==> config.mk <==
export PLATFORM = sky130hd
export DESIGN_NAME = dma_handshake_port
export DESIGN_NICKNAME = d
export VERILOG_FILES = /design/src/dma_handshake_pkg.sv /design/src/dma_request_sync.sv /design/src/dma_handshake_port.sv
export SDC_FILE = /design/constraint.sdc
export NUM_CORES = 1
export LEC_CHECK = 0
export ABC_CLOCK_PERIOD_IN_PS = 2600
export BUFFER_PORTS_ARGS = -buffer_cell sky130_fd_sc_hd__buf_2
export CAP_MARGIN = 20
export CELL_PAD_IN_SITES_DETAIL_PLACEMENT = 1
export CELL_PAD_IN_SITES_GLOBAL_PLACEMENT = 1
export CORE_ASPECT_RATIO = 0.7
export CORE_MARGIN = 1
export CORE_UTILIZATION = 41
export DETAILED_ROUTE_END_ITERATION = 7
export PLACE_DENSITY_LB_ADDON = 0.1
export SYNTH_ARGS = -nofsm -noshare
export SYNTH_HDL_FRONTEND = slang
export SYNTH_SLANG_ARGS = --single-unit
export TNS_END_PERCENT = 30
==> constraint.sdc <==
create_clock -name sys_clk -period 2.6 [get_ports sys_clk]
set_input_delay 0.52 -clock sys_clk [delete_from_list [all_inputs] [get_ports sys_clk]]
set_output_delay 0.52 -clock sys_clk [all_outputs]
set_load 0.05 [all_outputs]
==> src/dma_handshake_pkg.sv <==
// package of constants for the external dma handshake port
`default_nettype none
package dma_handshake_pkg;
    localparam int ADDR_WIDTH       = 25;
    localparam int SELECT_WIDTH     = 4;
    localparam int DATA_WIDTH       = 32;
    localparam int WAIT_WIDTH       = 5;
    localparam int IDLE_CYCLES      = 1;
    localparam logic [1:0] MODE_HANDSHAKE = 2'h0;
    localparam logic [1:0] MODE_EXTERNAL  = 2'h1;
    localparam logic [1:0] MODE_PACED     = 2'h2;
    localparam logic [SELECT_WIDTH-1:0] SELECT_IDLE = 4'hf;
endpackage
`default_nettype wire

==> src/dma_request_sync.sv <==
// two-stage synchroniser with falling-edge detect for the request pin
`default_nettype none
module dma_request_sync
    import dma_handshake_pkg::*;
(
    input  wire logic sys_clk,
    input  wire logic arst_n,
    input  wire logic clk_en,
    input  wire logic pin_n,
    output logic      level_n,
    output logic      fall
);
    logic meta_q;
    logic sync_q;
    logic last_q;

    // two flops, then an edge detector on the second only
    always_ff @(posedge sys_clk or negedge arst_n) begin
        if (!arst_n) begin
            meta_q <= 1'b1;
            sync_q <= 1'b1;
            last_q <= 1'b1;
        end else if (clk_en) begin
            meta_q <= pin_n;
            sync_q <= meta_q;
            last_q <= sync_q;
        end
    end

    assign level_n = sync_q;
    assign fall    = last_q & ~sync_q;
endmodule
`default_nettype wire

==> src/dma_handshake_port.sv <==
// external dma request and grant handshake engine
// Notes on behaviour
// - transfers start only on request low
// - handshake mode drives grant strobe to peripheral
// - external mode uses address, read, selects, ack, grant
// - paced master uses bus strobes, never grant
// - paced master cycles match ordinary bus cycles
// - request meeting setup recognised two edges later, after the two-flop synchroniser
// - held request stretches write grant until release
// - held request stretches read grant until release
// - wait states lengthen grant low time
// - idle cycle extends grant high time
`default_nettype none
module dma_handshake_port
    import dma_handshake_pkg::*;
#(
    parameter int AW = ADDR_WIDTH,
    parameter int DW = DATA_WIDTH,
    parameter int WW = WAIT_WIDTH
) (
    input  wire logic                    sys_clk,
    input  wire logic                    arst_n,
    input  wire logic                    clk_en,
    input  wire logic [1:0]              mode,
    input  wire logic [WW-1:0]           wait_states,
    input  wire logic                    idle_enable,
    input  wire logic                    dir_read,
    input  wire logic [AW-1:0]           xfer_addr,
    input  wire logic [SELECT_WIDTH-1:0] xfer_select,
    input  wire logic [DW-1:0]           wr_data,
    input  wire logic                    dma_request_n,
    input  wire logic                    ack,
    input  wire logic [DW-1:0]           data_in,
    output logic                         dma_grant_n,
    output logic                         rd_n,
    output logic                         wr_n,
    output logic [AW-1:0]                addr,
    output logic                         addr_oe,
    output logic [SELECT_WIDTH-1:0]      memory_select_n,
    output logic [DW-1:0]                data_out,
    output logic                         data_oe,
    output logic [DW-1:0]                rd_data,
    output logic                         rd_valid,
    output logic                         busy
);
    typedef enum logic [4:0] {
        S_IDLE   = 5'b00001,
        S_STROBE = 5'b00010,
        S_HOLD   = 5'b00100,
        S_ACK    = 5'b01000,
        S_GAP    = 5'b10000
    } state_type;

    state_type       state_q;
    logic [WW-1:0]   wait_q;
    logic            gap_q;
    logic            pend_q;
    logic            req_level_n;
    logic            req_fall;
    logic            is_paced;
    logic            is_read_q;
    logic            ack_meta_q;
    logic            ack_sync_q;
    logic            start_now;
    logic            hs_release;
    logic            ack_done;
    logic            release_now;
    logic            read_done;
    logic            uses_bus;
    logic            rd_strobe_d;
    logic            wr_strobe_d;

    // request pin synchroniser
    dma_request_sync u_req_sync (
        .sys_clk (sys_clk),
        .arst_n  (arst_n),
        .clk_en  (clk_en),
        .pin_n   (dma_request_n),
        .level_n (req_level_n),
        .fall    (req_fall)
    );

    // ack pin synchroniser
    always_ff @(posedge sys_clk or negedge arst_n) begin
        if (!arst_n) begin
            ack_meta_q <= 1'b0;
            ack_sync_q <= 1'b0;
        end else if (clk_en) begin
            ack_meta_q <= ack;
            ack_sync_q <= ack_meta_q;
        end
    end

    assign is_paced = (mode == MODE_PACED);

    // pending request: falling edge caught now, or kept for next slot
    always_ff @(posedge sys_clk or negedge arst_n) begin
        if (!arst_n) begin
            pend_q <= 1'b0;
        end else if (clk_en) begin
            // only an edge seen while busy is kept; an idle edge starts at once
            if (req_fall && state_q != S_IDLE) begin
                pend_q <= 1'b1;
            end else if (state_q == S_IDLE && pend_q) begin
                pend_q <= 1'b0;
            end
        end
    end

    // transfer sequencer
    always_ff @(posedge sys_clk or negedge arst_n) begin
        if (!arst_n) begin
            state_q   <= S_IDLE;
            wait_q    <= '0;
            gap_q     <= 1'b0;
            is_read_q <= 1'b0;
        end else if (clk_en) begin
            unique case (state_q)
                S_IDLE: begin
                    if (pend_q || req_fall) begin
                        state_q   <= S_STROBE;
                        wait_q    <= wait_states;
                        is_read_q <= dir_read;
                    end
                end
                S_STROBE: begin
                    if (wait_q != '0) begin
                        wait_q <= wait_q - 1'b1;
                    end else begin
                        state_q <= S_HOLD;
                    end
                end
                S_HOLD: begin
                    // request held low stretches the access in handshake and external modes
                    if (!req_level_n && !is_paced) begin
                        state_q <= S_HOLD;
                    end else if (is_paced || mode == MODE_EXTERNAL) begin
                        state_q <= S_ACK;
                    end else begin
                        state_q <= S_GAP;
                        gap_q   <= idle_enable;
                    end
                end
                S_ACK: begin
                    // bus slave ack gates completion as in normal cycles
                    if (ack_sync_q) begin
                        state_q <= S_GAP;
                        gap_q   <= idle_enable;
                    end
                end
                S_GAP: begin
                    if (gap_q) begin
                        gap_q <= 1'b0;
                    end else begin
                        state_q <= S_IDLE;
                    end
                end
                default: begin
                    state_q <= S_IDLE;
                end
            endcase
        end
    end

    // launch and completion conditions shared by the output flops
    assign start_now   = (state_q == S_IDLE) && (pend_q || req_fall);
    assign hs_release  = (state_q == S_HOLD) && (mode == MODE_HANDSHAKE) && req_level_n;
    assign ack_done    = (state_q == S_ACK) && ack_sync_q;
    assign release_now = (state_q == S_GAP) || ack_done || hs_release;
    assign read_done   = is_read_q && (hs_release || ack_done);
    assign uses_bus    = (mode != MODE_HANDSHAKE);

    // strobe levels for the launched cycle, active low on the pins
    assign rd_strobe_d = ~(dir_read && uses_bus);
    assign wr_strobe_d = ~(!dir_read && is_paced);

    // grant strobe: driven low in handshake and external modes only
    always_ff @(posedge sys_clk or negedge arst_n) begin
        if (!arst_n) begin
            dma_grant_n <= 1'b1;
        end else if (clk_en) begin
            if (start_now) begin
                dma_grant_n <= is_paced;
            end else if (release_now) begin
                dma_grant_n <= 1'b1;
            end
        end
    end

    // read strobe for external and paced reads
    always_ff @(posedge sys_clk or negedge arst_n) begin
        if (!arst_n) begin
            rd_n <= 1'b1;
        end else if (clk_en) begin
            if (start_now) begin
                rd_n <= rd_strobe_d;
            end else if (release_now) begin
                rd_n <= 1'b1;
            end
        end
    end

    // write strobe, used by paced master writes only
    always_ff @(posedge sys_clk or negedge arst_n) begin
        if (!arst_n) begin
            wr_n <= 1'b1;
        end else if (clk_en) begin
            if (start_now) begin
                wr_n <= wr_strobe_d;
            end else if (release_now) begin
                wr_n <= 1'b1;
            end
        end
    end

    // address word, latched at launch and held through the access
    always_ff @(posedge sys_clk or negedge arst_n) begin
        if (!arst_n) begin
            addr <= '0;
        end else if (clk_en) begin
            if (start_now) begin
                addr <= xfer_addr;
            end
        end
    end

    // address enable: only the bus-style modes drive the address
    always_ff @(posedge sys_clk or negedge arst_n) begin
        if (!arst_n) begin
            addr_oe <= 1'b0;
        end else if (clk_en) begin
            if (start_now) begin
                addr_oe <= uses_bus;
            end else if (release_now) begin
                addr_oe <= 1'b0;
            end
        end
    end

    // memory selects, inverted onto the active-low pins
    always_ff @(posedge sys_clk or negedge arst_n) begin
        if (!arst_n) begin
            memory_select_n <= SELECT_IDLE;
        end else if (clk_en) begin
            if (start_now) begin
                memory_select_n <= uses_bus ? ~xfer_select : SELECT_IDLE;
            end else if (release_now) begin
                memory_select_n <= SELECT_IDLE;
            end
        end
    end

    // write data word, latched at launch
    always_ff @(posedge sys_clk or negedge arst_n) begin
        if (!arst_n) begin
            data_out <= '0;
        end else if (clk_en) begin
            if (start_now) begin
                data_out <= wr_data;
            end
        end
    end

    // write data enable; off again as the grant ends
    always_ff @(posedge sys_clk or negedge arst_n) begin
        if (!arst_n) begin
            data_oe <= 1'b0;
        end else if (clk_en) begin
            if (start_now) begin
                data_oe <= ~dir_read;
            end else if (release_now) begin
                data_oe <= 1'b0;
            end
        end
    end

    // read data captured as a read ends, at handshake release or synchronised ack, in every mode
    always_ff @(posedge sys_clk or negedge arst_n) begin
        if (!arst_n) begin
            rd_data <= '0;
        end else if (clk_en) begin
            if (read_done) begin
                rd_data <= data_in;
            end
        end
    end

    // one-cycle pulse marking fresh read data
    always_ff @(posedge sys_clk or negedge arst_n) begin
        if (!arst_n) begin
            rd_valid <= 1'b0;
        end else if (clk_en) begin
            rd_valid <= read_done;
        end
    end

    assign busy = (state_q != S_IDLE);
endmodule
`default_nettype wire

==> results_dict.tcl <==
set metrics [dict create \
    outcome "complete, no violations" \
    avgSynthCellArea_um2 15.0 \
    dr.first_iter.drc_count 97 \
    gp_congestion 0.768 \
    wl_per_cell_um 18.2 \
    clock_latency_ns 0.41 \
    netlist_area_um2 5100 \
    worst_pin_slew_ns 0.536 \
    p_seq_frac 0.297 \
    vias 3540 \
    clkPwrFrac 0.221 \
    drive_above_1_share 0.651 \
    design_area_um2 6830 \
    synth_flop_cell "dfrtp_1" \
    ant_nets 0 \
    ys_top_cells_by_count "106 x dfrtp_1, 56 x mux2_2, 43 x mux2_4" \
    fin_skew_ns 0.00878 \
    p_int_w 0.00567 \
    cts_max_path_buffers 2 \
    regArea_um2 2940 \
    pwr-share-comb 0.482 \
    hold_viol_final 0 \
    place_area_um2 6250 \
    max-cap-violations 0 \
    gr-total-overflow 0 \
    n_antenna_cell 0 \
    dp.final_hpwl_mm 9.58 \
    grt_max_degree 48 \
    min_period_ns 2.23 \
    multi_input_area_um2 1950 \
    cts_tree "done" \
    die_h_um 95.3 \
    critPathLaunch "state_q[3]" \
    hold_buffers 0 \
    die_w_um 135 \
    power_density_nw_per_um2 1520 \
    synth_top_area_frac 0.520 \
    switching_share 0.452 \
    worstPathMaxFanout 9 \
    cts_sinks 117 \
    crit_arrival_ns 1.71 \
    avgViaCountPerCell 4.90 \
    end_kind "primary output" \
    hold_class "input pin to asynchronous set/reset pin" \
    synthToLayoutAreaGrowth_pct 33.8 \
    nets 663 \
    grt_pass1_vias 3737 \
    initial_core_util 0.427 \
    core_um2 11900 \
    max_freq_ghz 0.448 \
    pin_count 207 \
    drc_errors 0 \
    drt_wl_total_mm 13.2 \
    portBuffers 206 \
    synth_cell_types 50 \
    grt_antenna_before_repair 1 \
    cts.repair.resized 0 \
    clk_pin_slew_ns 0.06 \
    worstReg2RegStart "state_q[1]" \
    finalSetupTns_ns 0 \
    synth_nets 449 \
    finalCritPeriodShare 0.858 \
    n_fill_cell 1269 \
    ys.warnings.count 0 \
    rows 33 \
    path_class "register to primary output" \
    die_area_um2 12900 \
    synthArstFlopShare 1.00 \
    yosysMostFrequentCell "dfrtp_1" \
    yosysTopAreaCell "dfrtp_1" \
    required_ns 2.08 \
    track_usage 0.211 \
    dr.pass1.iters 4 \
    cts-root-buf "clkbuf_16" \
    switchingPower_w 0.00468 \
    synthTopCellsByArea "dfrtp_1 52%, mux2_4 13%, mux2_2 12%, dfstp_2 5.7%, buf_12 1.6%" \
    synthCells 339 \
    ir_drop_mv 0.759 \
    setup_viol 0 \
    maxSlewViolCount 0 \
    synth.yosys.seq_area_share 0.577 \
    cts-buffers-inserted 17 \
    rsz0062_at_grt "false" \
    start_kind "register" \
    htreeDepth 4 \
    leakagePower_nw 3.62 \
    ys_ff_latch 117 \
    relSlewSlack 0.637 \
    synth-edff-count 0 \
    grt_pass1_wl_mm 20.4 \
    cts_setup_buffers 0 \
]
==> path summary, 6_finish.rpt <==
| kind | to | slack, ns | cells past startpoint |
|---|---|---|---|
| max in group asynchronous | wait_q[4] | 1.86 | 2 |
| hold / removal | data_out[18] | 0.05 | 1 |
| hold reg to reg | data_out[14] | 0.50 | 1 |
| min in group sys_clk | memory_select_n[1] | 0.26 | 2 |
| setup / recovery | busy | 0.37 | 4 |
| setup reg to reg | rd_data[21] | 0.62 | 5 |
==> metal layers <==
metal / wire length [um] / global-route usage / up-vias
met5: 14 / 0 / -
met4: 97 / 0.0571 / 2
met3: 987 / 0.0776 / 11
met2: 6190 / 0.335 / 134
met1: 5870 / 0.273 / 1758
li1: - / - / 1635
==> cells by family (layout without fill, tap and decap cells) <==
logic type | count (synthesis) | count (layout) | synth area share
and+or+nand+nor | 50 | 50 | 0.0608
xor gates and xnor gates | 1 | 1 | 0.00172
buffers and inverters | 28 | 254 | 0.0414
AOI/OAI and AO/OA | 40 | 40 | 0.0596
DFF | 117 | 117 | 0.577
adders and majority gates | 3 | 3 | 0.00736
muxes | 100 | 100 | 0.252
==> critical path: stages (launching register included) <==
cell     delay (ns)
dfrtp_1        0.52
nor3_4         0.28
and3_4         0.26
inv_1          0.04
buf_2          0.20
==> power groups by stage <==
stage	clock [W]	sequential (W)	combinational (W)
2_1_floorplan	0	0.00515	0.00185
3_3_place_gp	0	0.00304	0.00493
3_5_place_dp	0	0.00309	0.00501
4_1_cts	0.00234	0.00308	0.00503
5_1_grt	0.00241	0.00318	0.00526
6_report	0.00228	0.00307	0.00499
==> sequential cells by signal (all words and copies together), names as in the netlist <==
register            count
state_q                 5
addr                   25
memory_select_n         4
data_oe                 1
wait_q                  5
u_req_sync.meta_q       1
wr_n                    1
rd_valid                1
rd_n                    1
ack_sync_q              1
ack_meta_q              1
addr_oe                 1
rd_data                32
pend_q                  1
data_out               32
dma_grant_n             1
is_read_q               1
u_req_sync.level_n      1
u_req_sync.last_q       1
gap_q                   1
==> layout make-up <==
class	instances	share of cell area
Sequential cell	117	0.431
Inverter	10	0.00550
Timing Repair Buffer	213	0.165
Multi-Input combinational cell	194	0.285
Clock inverter	14	0.0225
Tap cell	157	0.0288
Clock buffer	17	0.0623
==> through the flow <==
stage	cells	power [W]	util	setup slack, ns	hold WS, ns
5_1_grt	722	0.0109	0.572	0.293	0.0698
6_report	722	0.0104	0.572	0.369	0.0525
2_1_floorplan	339	0.00700	-	0.835	0.224
3_3_place_gp	691	0.00798	0.524	0.615	0.474
3_5_place_dp	691	0.00809	0.524	0.538	0.488
4_1_cts	722	0.0105	0.572	0.359	0.0561
==> cell usage in the layout (no fill, tap or decap), types with 2 or more instances in the layout <==
cell type	count
dfrtp_1	106
nor2_1	11
nand2_1	12
inv_6	3
buf_4	5
o211a_1	2
clkinvlp_4	6
dfstp_2	11
mux2_2	56
clkinv_4	2
o22ai_1	3
buf_2	205
clkbuf_16	17
buf_12	3
o21ai_0	8
nand2b_1	5
a22o_1	3
a22oi_1	3
nor2_2	2
mux2_4	43
or2_2	2
ha_1	3
nor2b_1	3
nand3_1	2
nor3_1	2
a2bb2oi_1	6
nor3_4	2
inv_1	9
a21oi_1	6
bufinv_16	2
(Power assumes the default switching activity.)
